File: src/design/pwd_consts.svh
`ifndef PWD_CONSTS_SVH
`define PWD_CONSTS_SVH

// Register map
`define PWD_MODE_ADDR     16'hff48
`define PWD_KICK_ADDR     16'hff49
// Reset and fixed values
`define PWD_MODE_RST      8'h67
`define PWD_KICK_READ     8'h9a
`define PWD_KICK_KEY      8'hac
`define PWD_MODE_HI_FIXED 3'h3
// Mode fields
`define PWD_HI_MSB        7
`define PWD_HI_LSB        5
`define PWD_SEL_MSB       4
`define PWD_SEL_LSB       3
`define PWD_INT_MSB       2
`define PWD_INT_LSB       0
`define PWD_SEL_SLOW      2'h0
`define PWD_SEL_PERIPH    2'h1
// Overflow exponents for interval code 000
`define PWD_EXP_SLOW      5'h0b
`define PWD_EXP_PERIPH    5'h0d
// Reset cause bit and counter width
`define PWD_RESET_CAUSE_REGISTER_WDT_BIT  4
`define PWD_CNT_W         20

`endif

File: src/design/pwd_pkg.sv
`include "pwd_consts.svh"

package pwd_pkg;

  // CPU memory access, one cycle per access
  typedef struct packed {
    logic [15:0] addr;
    logic        wr;
    logic        rd;
    logic        bitop;
    logic [7:0]  wdata;
  } pwd_bus_req_t;

  // Clock ticks and gating conditions from the clock controller
  typedef struct packed {
    logic slow_tick;
    logic periph_tick;
    logic periph_stopped;
    logic halt;
    logic stop;
    logic osc_stab;
    logic cpu_on_periph;
    logic slow_sw_stopped;
  } pwd_clk_env_t;

  typedef enum logic [1:0] {
    PWD_SRC_SLOW   = 2'b01,
    PWD_SRC_PERIPH = 2'b10
  } pwd_src_t;

  typedef struct packed {
    logic tick;
  } pwd_gate_st_t;

  typedef struct packed {
    logic [`PWD_CNT_W-1:0] count;
  } pwd_cnt_st_t;

  typedef struct packed {
    logic [7:0] mode;
    logic       written;
    logic       opt_cap;
    logic       opt;
    logic       rst_out;
    logic [7:0] cause;
    logic [7:0] rdata;
  } pwd_top_st_t;

  // Last count value before overflow for a given exponent
  function automatic logic [`PWD_CNT_W-1:0] pwd_limit(input logic [4:0] e);
    logic [`PWD_CNT_W:0] one;
    one = {{`PWD_CNT_W{1'b0}}, 1'b1};
    return `PWD_CNT_W'((one << e) - one);
  endfunction

endpackage

File: src/design/pwd_clk_gate.sv
`include "pwd_consts.svh"

module pwd_clk_gate (
  // Clock and reset
  input  wire logic              mclk_i,
  input  wire logic              rst_i,
  // Selection
  input  wire logic              run_i,
  input  wire logic              unstop_i,
  input  wire pwd_pkg::pwd_src_t src_i,
  input  wire pwd_pkg::pwd_clk_env_t env_i,
  // Gated tick
  output logic                   tick_o
);

  pwd_pkg::pwd_gate_st_t st_q;
  pwd_pkg::pwd_gate_st_t st_d;
  logic                  slow_gate;
  logic                  per_gate;

  always_comb begin
    st_d      = st_q;
    // Unstoppable option keeps counting through HALT and STOP
    slow_gate = !unstop_i && (env_i.halt || env_i.stop ||
                (env_i.cpu_on_periph && env_i.slow_sw_stopped));
    per_gate  = env_i.periph_stopped || env_i.halt || env_i.stop || env_i.osc_stab;
    case (src_i)
      pwd_pkg::PWD_SRC_SLOW:   st_d.tick = run_i && env_i.slow_tick && !slow_gate;
      pwd_pkg::PWD_SRC_PERIPH: st_d.tick = run_i && env_i.periph_tick && !per_gate;
      default:                 st_d.tick = 1'b0;
    endcase
  end

  always_ff @(posedge mclk_i or posedge rst_i) begin
    if (rst_i) begin
      st_q <= '0;
    end else begin
      st_q <= st_d;
    end
  end

  assign tick_o = st_q.tick;
endmodule

File: src/design/pwd_counter.sv
`include "pwd_consts.svh"

module pwd_counter (
  // Clock and reset
  input  wire logic                  mclk_i,
  input  wire logic                  rst_i,
  // Control
  input  wire logic                  clr_i,
  input  wire logic                  tick_i,
  input  wire logic [4:0]            exp_i,
  // Status
  output logic [`PWD_CNT_W-1:0]      count_o,
  output logic                       ovf_o
);

  pwd_pkg::pwd_cnt_st_t st_q;
  pwd_pkg::pwd_cnt_st_t st_d;

  always_comb begin
    st_d = st_q;
    // Gated periods simply hold the count
    if (clr_i) begin
      st_d.count = '0;
    end else if (tick_i) begin
      st_d.count = st_q.count + `PWD_CNT_W'(1);
    end
  end

  always_ff @(posedge mclk_i or posedge rst_i) begin
    if (rst_i) begin
      st_q <= '0;
    end else begin
      st_q <= st_d;
    end
  end

  assign count_o = st_q.count;
  assign ovf_o   = tick_i && (st_q.count == pwd_pkg::pwd_limit(exp_i));
endmodule

File: src/design/pwd_top.sv
`include "pwd_consts.svh"

module pwd_top (
  // Clock and reset
  input  wire logic                  mclk_i,
  input  wire logic                  rst_i,
  // CPU access
  input  wire pwd_pkg::pwd_bus_req_t bus_i,
  output logic [7:0]                 rdata_o,
  // Clock environment and option
  input  wire pwd_pkg::pwd_clk_env_t env_i,
  input  wire logic                  unstoppable_opt_i,
  // Reset request
  output logic                       wdt_reset_o,
  output logic [7:0]                 reset_cause_set_o
);

  pwd_pkg::pwd_top_st_t  st_q;
  pwd_pkg::pwd_top_st_t  st_d;
  pwd_pkg::pwd_src_t     src;
  logic                  unstop;
  logic                  stopped;
  logic                  mode_wr;
  logic                  kick_wr;
  logic                  kick_ok;
  logic                  misuse;
  logic                  fire;
  logic                  clr_cnt;
  logic [1:0]            sel;
  logic [4:0]            exp_sel;
  logic                  tick;
  logic                  ovf;
  logic [`PWD_CNT_W-1:0] count;

  // One address compare shared by write and read decode
  function automatic logic reg_hit(input logic [15:0] addr, input logic [15:0] target);
    return addr == target;
  endfunction

  // Option is a strap: caught on the first clock after release
  assign unstop  = st_q.opt_cap ? st_q.opt : unstoppable_opt_i;
  assign sel     = st_q.mode[`PWD_SEL_MSB:`PWD_SEL_LSB];
  assign stopped = !unstop && sel[1];
  assign src     = (sel == `PWD_SEL_PERIPH) ? pwd_pkg::PWD_SRC_PERIPH : pwd_pkg::PWD_SRC_SLOW;
  assign exp_sel = ((src == pwd_pkg::PWD_SRC_PERIPH) ? `PWD_EXP_PERIPH : `PWD_EXP_SLOW)
                   + {2'h0, st_q.mode[`PWD_INT_MSB:`PWD_INT_LSB]};
  assign mode_wr = bus_i.wr && reg_hit(bus_i.addr, `PWD_MODE_ADDR);
  assign kick_wr = bus_i.wr && reg_hit(bus_i.addr, `PWD_KICK_ADDR);
  assign kick_ok = kick_wr && !bus_i.bitop && (bus_i.wdata == `PWD_KICK_KEY);
  // Misuse is harmless once stopped
  assign misuse  = !stopped && ((mode_wr && st_q.written) || (kick_wr && !kick_ok));
  assign fire    = misuse || (ovf && !stopped);
  // Clearing on fire avoids a double request before rst_i arrives
  assign clr_cnt = mode_wr || kick_ok || fire;

  always_comb begin
    st_d         = st_q;
    st_d.opt_cap = 1'b1;
    if (!st_q.opt_cap) begin
      st_d.opt = unstoppable_opt_i;
    end
    if (mode_wr && !st_q.written) begin
      st_d.written = 1'b1;
      if (unstop) begin
        // Only the interval is taken; clock select and top bits fixed
        st_d.mode = {`PWD_MODE_HI_FIXED, `PWD_SEL_SLOW, bus_i.wdata[`PWD_INT_MSB:`PWD_INT_LSB]};
      end else begin
        st_d.mode = bus_i.wdata;
      end
    end
    st_d.rst_out = fire;
    st_d.cause   = 8'h00;
    if (fire) begin
      st_d.cause[`PWD_RESET_CAUSE_REGISTER_WDT_BIT] = 1'b1;
    end
    st_d.rdata = 8'h00;
    if (bus_i.rd && reg_hit(bus_i.addr, `PWD_MODE_ADDR)) begin
      st_d.rdata = st_q.mode;
    end else if (bus_i.rd && reg_hit(bus_i.addr, `PWD_KICK_ADDR)) begin
      st_d.rdata = `PWD_KICK_READ;
    end
  end

  always_ff @(posedge mclk_i or posedge rst_i) begin
    if (rst_i) begin
      st_q      <= '0;
      st_q.mode <= `PWD_MODE_RST;
    end else begin
      st_q <= st_d;
    end
  end

  pwd_clk_gate u_gate (
    .mclk_i   (mclk_i),
    .rst_i    (rst_i),
    .run_i    (!stopped),
    .unstop_i (unstop),
    .src_i    (src),
    .env_i    (env_i),
    .tick_o   (tick)
  );

  pwd_counter u_cnt (
    .mclk_i  (mclk_i),
    .rst_i   (rst_i),
    .clr_i   (clr_cnt),
    .tick_i  (tick),
    .exp_i   (exp_sel),
    .count_o (count),
    .ovf_o   (ovf)
  );

  assign rdata_o           = st_q.rdata;
  assign wdt_reset_o       = st_q.rst_out;
  assign reset_cause_set_o = st_q.cause;
endmodule

File: config.mk
export PLATFORM = sky130hd
export DESIGN_NAME = pwd_top
export DESIGN_NICKNAME = d
export VERILOG_FILES = /design/src/design/pwd_pkg.sv /design/src/design/pwd_clk_gate.sv /design/src/design/pwd_counter.sv /design/src/design/pwd_top.sv
export VERILOG_INCLUDE_DIRS = /design/src /design/src/design
export SDC_FILE = /design/constraint.sdc
export NUM_CORES = 1
export LEC_CHECK = 0
export ABC_AREA = 1
export BUFFER_PORTS_ARGS = -buffer_cell sky130_fd_sc_hd__buf_2
export CAP_MARGIN = 30
export CELL_PAD_IN_SITES_DETAIL_PLACEMENT = 1
export CELL_PAD_IN_SITES_GLOBAL_PLACEMENT = 1
export CORE_UTILIZATION = 40
export CTS_BUF_LIST = sky130_fd_sc_hd__clkbuf_16
export DETAILED_ROUTE_END_ITERATION = 8
export PLACE_DENSITY = 0.81
export SYNTH_ARGS = -nofsm -noshare
export SYNTH_HDL_FRONTEND = slang
export SYNTH_HIERARCHICAL = 1
export SYNTH_SLANG_ARGS = --single-unit
export TNS_END_PERCENT = 100
File: constraint.sdc
create_clock -name mclk_i -period 5.4 [get_ports mclk_i]
set_clock_uncertainty 0.15 [all_clocks]
set_input_delay 0.54 -clock mclk_i [delete_from_list [all_inputs] [get_ports mclk_i]]
set_output_delay 0.54 -clock mclk_i [all_outputs]
set_load 0.01 [all_outputs]
# [Word-level counts from Yosys, hierarchy flattened]
# Cells that the tools add are included.
[totals] out_inout_bits=17 wordCells=66 input_bits=38 ff_bits=42
[op_classes] addsub=3 shifts=1 n_eq_ne=7 n_mux=10 reduce_logical=36
[op_table] operator="$mux 20" count=2
[op_table] operator="$eq 16x16->1 const B" count=2
[op_table] operator="$mux 8" count=3
[op_table] operator="$add 20x1->20 const B" count=1
[op_table] operator="$eq 20x20->1" count=1
[op_table] operator="$shl 1x5->20 const A" count=1
[op_table] operator="$sub 20x1->20 const B" count=1
[op_table] operator="$logic_and 1x1->1" count=19
[op_table] operator="$logic_or 1x1->1" count=9
[op_table] operator="$eq 8x8->1 const B" count=1
[op_table] operator="$logic_not 1->1" count=7
[op_table] operator="$add 4x3->5" count=1
[op_table] operator="$eq 2x1->1 const B" count=2
[op_table] operator="$mux 3" count=1
[op_table] operator="$eq 2x2->1 const B" count=1
[op_table] operator="$mux 1" count=2
[op_table] operator="$mux 2" count=1
[op_table] operator="$pmux 1 s2" count=1
[op_table] operator="$reduce_bool 2->1" count=1

# [Longest topological paths before layout]
[logic_depth] depth_word=13 depth_mapped=34 mapped_depth_nobuf=33

# [Cells and area by module]
# The synthesis kept the hierarchy.
[by_module_without_submodules] mod="pwd_counter" instances=1 area_per_inst_um2=1856.8 cells_per_inst=311 seq_area_each_um2=500.5
[by_module_without_submodules] mod="pwd_top" instances=1 area_per_inst_um2=1164.9 cells_per_inst=148 seq_area_each_um2=506.7
[by_module_without_submodules] mod="pwd_clk_gate" instances=1 area_per_inst_um2=145.1 cells_per_inst=25 seq_area_each_um2=25.0

# [Worst setup path after synthesis]
# OpenSTA, ideal clock, no wires.
[synth_timing] path_kind="reg2reg" start="register st_q, in the netlist sel[1]" end="register u_cnt.st_q, in the netlist u_cnt/count_o[17]" path_buffers=1 arrival_ps=4352 synth_period_minus_slack_ps=4622 t_required_ps=5130 slack_ps=778 setup_time_ps=120 path_stages_with_launch=31 cell_sequence="dfrtp_1 nor2_1 inv_1 fa_1 inv_1 fa_1 inv_1 clkbuf_1 nor2_1 nand2_1 ha_1 nand2_1 nand3_1 nor2_1 nand3_1 nor2_1 nand2_1 nor2_1 nand2_1 nor2_1 nand2_1 nor2_1 nand2_1 nand3_1 nor2_1 nor2_1 nand3_1 nor4_2 nand3_1 o21ai_0 nor2_1"
[synth_between] elab_chain_cells=13 elab_cells_between_ends=17 classes_between="add/sub: 2; eq/ne: 3; shift: 1; mux: 3; reduce/logical: 8"
[synth_rtl] item="from (decl)" line="pwd_top.sv:18" text="pwd_pkg::pwd_top_st_t st_q;"
[synth_rtl] item="from (signal assigned)" line="pwd_top.sv:89" text="st_q <= st_d;"
[synth_rtl] item="$eq 2x1->1 (no line) (*)"
[synth_rtl] item="$mux 2 (*)" line="pwd_top.sv:44" text="assign src = (sel == `PWD_SEL_PERIPH) ? pwd_pkg::PWD_SRC_PERIPH : pwd_pkg::PWD_SRC_SLOW;"
[synth_rtl] item="net src[1]" line="pwd_top.sv:20" text="pwd_pkg::pwd_src_t src;"
[synth_rtl] item="$eq 2x2->1 (*)" line="pwd_top.sv:45" text="assign exp_sel = ((src == pwd_pkg::PWD_SRC_PERIPH) ? `PWD_EXP_PERIPH : `PWD_EXP_SLOW)"
[synth_rtl] item="$mux 3 (no line) (*)"
[synth_rtl] item="$add 4x3->5 (*)" line="pwd_top.sv:45"
[synth_rtl] item="net exp_sel[2]" line="pwd_top.sv:30" text="logic [4:0] exp_sel;"
[synth_rtl] item="$shl 1x5->20 (*)" line="pwd_pkg.sv:53" text="return `PWD_CNT_W'((one << e) - one);"
[synth_rtl] item="$sub 20x1->20 (*)" line="pwd_pkg.sv:53"
[synth_rtl] item="$eq 20x20->1 (*)" line="pwd_counter.sv:38" text="assign ovf_o = tick_i && (st_q.count == pwd_pkg::pwd_limit(exp_i));"
[synth_rtl] item="$logic_and 1x1->1 (*)" line="pwd_counter.sv:38"
[synth_rtl] item="net ovf" line="pwd_top.sv:32" text="logic ovf;"
[synth_rtl] item="$logic_and 1x1->1 (*)" line="pwd_top.sv:52" text="assign fire = misuse || (ovf && !stopped);"
[synth_rtl] item="$logic_or 1x1->1 (*)" line="pwd_top.sv:52"
[synth_rtl] item="$logic_or 1x1->1 (*)" line="pwd_top.sv:54" text="assign clr_cnt = mode_wr || kick_ok || fire;"
[synth_rtl] item="net clr_cnt" line="pwd_top.sv:28" text="logic clr_cnt;"
[synth_rtl] item="$mux 20 or $reduce_bool 2->1 (tied branches)"
[synth_rtl] item="to (signal assigned)" line="pwd_counter.sv:33" text="st_q <= st_d;"
[synth_rtl] item="to (decl)" line="pwd_counter.sv:16" text="pwd_pkg::pwd_cnt_st_t st_q;"
# The timed path passes the listed nets; every way through them passes the cells marked *.
# A chain may end at the register's enable or synchronous reset.

# [Worst setup path in the final report]
[layout_timing] start="register st_q, in the netlist sel[1]" end="register u_cnt.st_q, in the netlist u_cnt/count_o[15]"
# The elaborated chain is that of the path after synthesis.

==> run metrics <==
number of unique standard cell types used by synthesis 36; power share of the sequential group roughly 45%; Num Clock Sinks between 40 and 50; CTS clk-pin slew, worst paths 0.06 ns; DRC viols 0; Mapped Area 3170 um^2; CP Launch Point sel[1]; Slowest cell on crit path dfrtp_1; total wire length ~10 mm; Clk network pwr share between 30% and 40%; sw frac 32.1%; yosys warns 6; Fin. Hold Viols 0; HP Class flop to flop; Pwr Density roughly 230 nW/um^2; clock root cell clkbuf_16; IO Pins 55; Avg Vias per Cell between 5 and 6; total global-route track usage 25.1%; final std cells w/o fill ~630; crit path DAT around 5.1 ns; Critical Path Sink Type flop; #FFs+latches synth between 40 and 50; Crit Path Max Fanout 7; sequential area share after synthesis around 33%; Antenna Nets Post-Route 0; CP top delay family simple AND/OR/NAND/NOR gates; Post-Synthesis Cells 484; R2R setup slack between 0.3 and 0.4 ns; CTS tree built; Max-Cap Viols 0; initial core utilization 41.2%; type of the worst setup path flop to flop; WP depth 30; Chip Height roughly 91 um; critical path buffer and inverter count 4; GP Congestion a little under 0.9; clock latency on the worst-skew pair ~0.29 ns; syn_area_per_cell about 6.5 um^2; peak supply drop between 0.00015 and 0.0002 V; global-route wire length before repair 16.4 mm; antenna fix cells 0; crit path to u_cnt/count_o[15]; CP peak stage delay approximately 0.43 ns; Slew headroom between 40% and 50%; Area Growth Syn to Fin 14.5%; H-tree Lvls 2; share of cells above drive strength 1 between 15 and 20%; Clock Tree Buf Depth 2; nets 575; 1st-pass router iterations 4; Hold Slack 0.327 ns; core area around 7700 um^2; # Post-CTS Setup Buffers 0; Core Rows 32; largest net degree at the start of global routing 21; design area 3630 um^2; P_sw approximately 0.26 mW; grt ovf 0; initial antenna violation count 0; status complete, no violations; pre-CTS setup slack between 0.2 and 0.25 ns; endpoints failing setup 0; CTS buffer count 5; required time worst endpoint between 5 and 6 ns; number of max-slew violations in the final report 0; Buffers on Ports between 40 and 50; Final WS setup roughly 0.32 ns; Combinational Power Share 19.2%; Die Area about 8300 um^2; Max Clock Freq a little under 200 MHz; Placed Area 3440 um^2; critical path launch point type flop; Die X a little over 90 um; FF-to-FF path depth 30; average wire per standard cell roughly 15 um; vias post-DR between 3000 and 4000; RR Endpoint u_cnt/count_o[15]; Worst Tran Pin Value ~0.85 ns; leakage power approximately 2 nW; Detail Placement HPWL 7.68 mm; Inst Count DP ~620; RR Startpoint sel[1]; crit share post-route a little over nine tenths; fin crit period 5.08 ns; Internal between 0.5 and 0.6 mW; vias in the first global route between 3000 and 4000; 1st-iter DRT viols ~110
==> cell usage in the layout, fill, tap and decap left out <==
cell           instances
nand3_1               50
o21ai_1                2
nor2_4                 6
nand2_1              143
a21oi_2                2
nand4_1                9
conb_1                 8
nor4_4                 1
nand3b_1               3
o221a_2                1
clkinvlp_4             2
nand3_2                2
nand2_2                1
a211oi_1               2
inv_2                  2
clkbuf_16              5
or2_2                  1
nor3_1                 7
xnor2_1                2
ha_1                   6
a21oi_1               13
nor2_2                 6
fa_1                   1
fa_2                   1
buf_2                 47
o21a_1                 1
dlygate4sd3_1          1
dfstp_2                5
dfrtp_1               36
nor3b_1                1
buf_4                  5
o21ai_0               22
nor2_1                48
a41oi_1                1
o21ai_2                5
nor3_2                 1
xor2_1                 4
inv_1                 77
==> worst register-to-register path, delay by kind of cell (launching register included) <==
family,cells,cell delay (ns)
DFF,1,0.43
AOI/OAI and AO/OA,2,0.28
buffers and inverters,4,0.36
and+or+nand+nor,21,2.80
adders and majority gates,3,0.94
==> routing by layer <==
layer / vias to the layer above / part of all wire, % / global-route usage, %
li1: 1590 / - / -
met1: 1579 / 42 / 29.6
met2: 82 / 52 / 46.5
met3: 22 / 2.7 / 3.02
met4: 0 / 2.5 / 8.86
met5: - / 0 / 0
==> synth_stat cells (all sizes together) <==
master,instances,share of area (%)
nand2,144,17
inv,78,9.2
nor2,60,8.5
nand3,52,8.4
dfrtp,36,28
o21ai,29,5.2
buf,19,4.5
a21oi,15,2.6
nand4,9,1.8
nor3,8,1.4
ha,6,2.4
dfstp,5,4.1
xor2,4,1.1
nand3b,3,0.71
a211oi,2,0.47
clkbuf,2,0.24
conb,2,0.24
fa,2,1.3
xnor2,2,0.55
a41oi,1,0.28
nor3b,1,0.24
nor4,1,0.40
o21a,1,0.24
o221a,1,0.36
or2,1,0.20
==> flip-flops by register name (all words and copies together) (netlist names) <==
name / count
rdata_o: 8
u_cnt/count_o: 20
sel: 2
u_gate/tick_o: 1
reset_cause_set_o: 1
st_q: 9
==> power by group through the flow <==
stage,Sequential [mW],Combinational (mW),Clock (mW)
after CTS,0.370,0.156,0.297
after global routing,0.375,0.180,0.311
after detailed placement,0.376,0.153,0
final,0.371,0.158,0.295
after floorplan,0.362,0.110,0
after global placement,0.374,0.146,0
==> area by class of cell <==
cell class,instances,area [um^2]
clock buffers,5,125
clock inverters,3,18.8
fillers,1073,4060
inverters,78,293
multi-input cells,350,1750
flip-flops and latches,41,1030
well taps,102,128
repair buffers,53,283
==> repair_timing <==
item	in CTS	in global routing
endpoints found under the setup margin	0	8
hold buffers	1	0
hold endpoints to repair	1	0
resized for setup	0	9
==> stage by stage <==
stage	util [%]	total power, mW	TNS [ns]
6_report	47.2	0.825	0
5_1_grt	47.2	0.866	-0.0183
4_1_cts	46.8	0.823	0
3_5_place_dp	44.8	0.529	0
3_3_place_gp	44.8	0.520	0
2_1_floorplan	-	0.472	0
==> logic make-up (layout without fill, tap and decap cells) <==
kind of cell / Yosys count / in the layout / share of synthesized area (%)
other cells: 2 / 8 / 0.237
flops: 41 / 41 / 32.6
simple gates: 279 / 279 / 38.8
fa+ha+maj: 8 / 8 / 3.63
xor+xnor: 6 / 6 / 1.66
compound gates: 49 / 49 / 9.13
buf+inv: 99 / 139 / 13.9
==> worst min-delay path by stage <==
stage,start,endpoint,slack (ns),cells after the start
after floorplan,rst_i,u_gate/tick_o,0.12,1
after global placement,rst_i,u_gate/tick_o,0.25,2
after detailed placement,rst_i,u_gate/tick_o,0.25,2
after CTS,st_q[25],rdata_o[5],0.33,2
after global routing,st_q[25],rdata_o[5],0.36,2
final,st_q[25],rdata_o[5],0.33,2
Power figures use the tool's default switching activity.
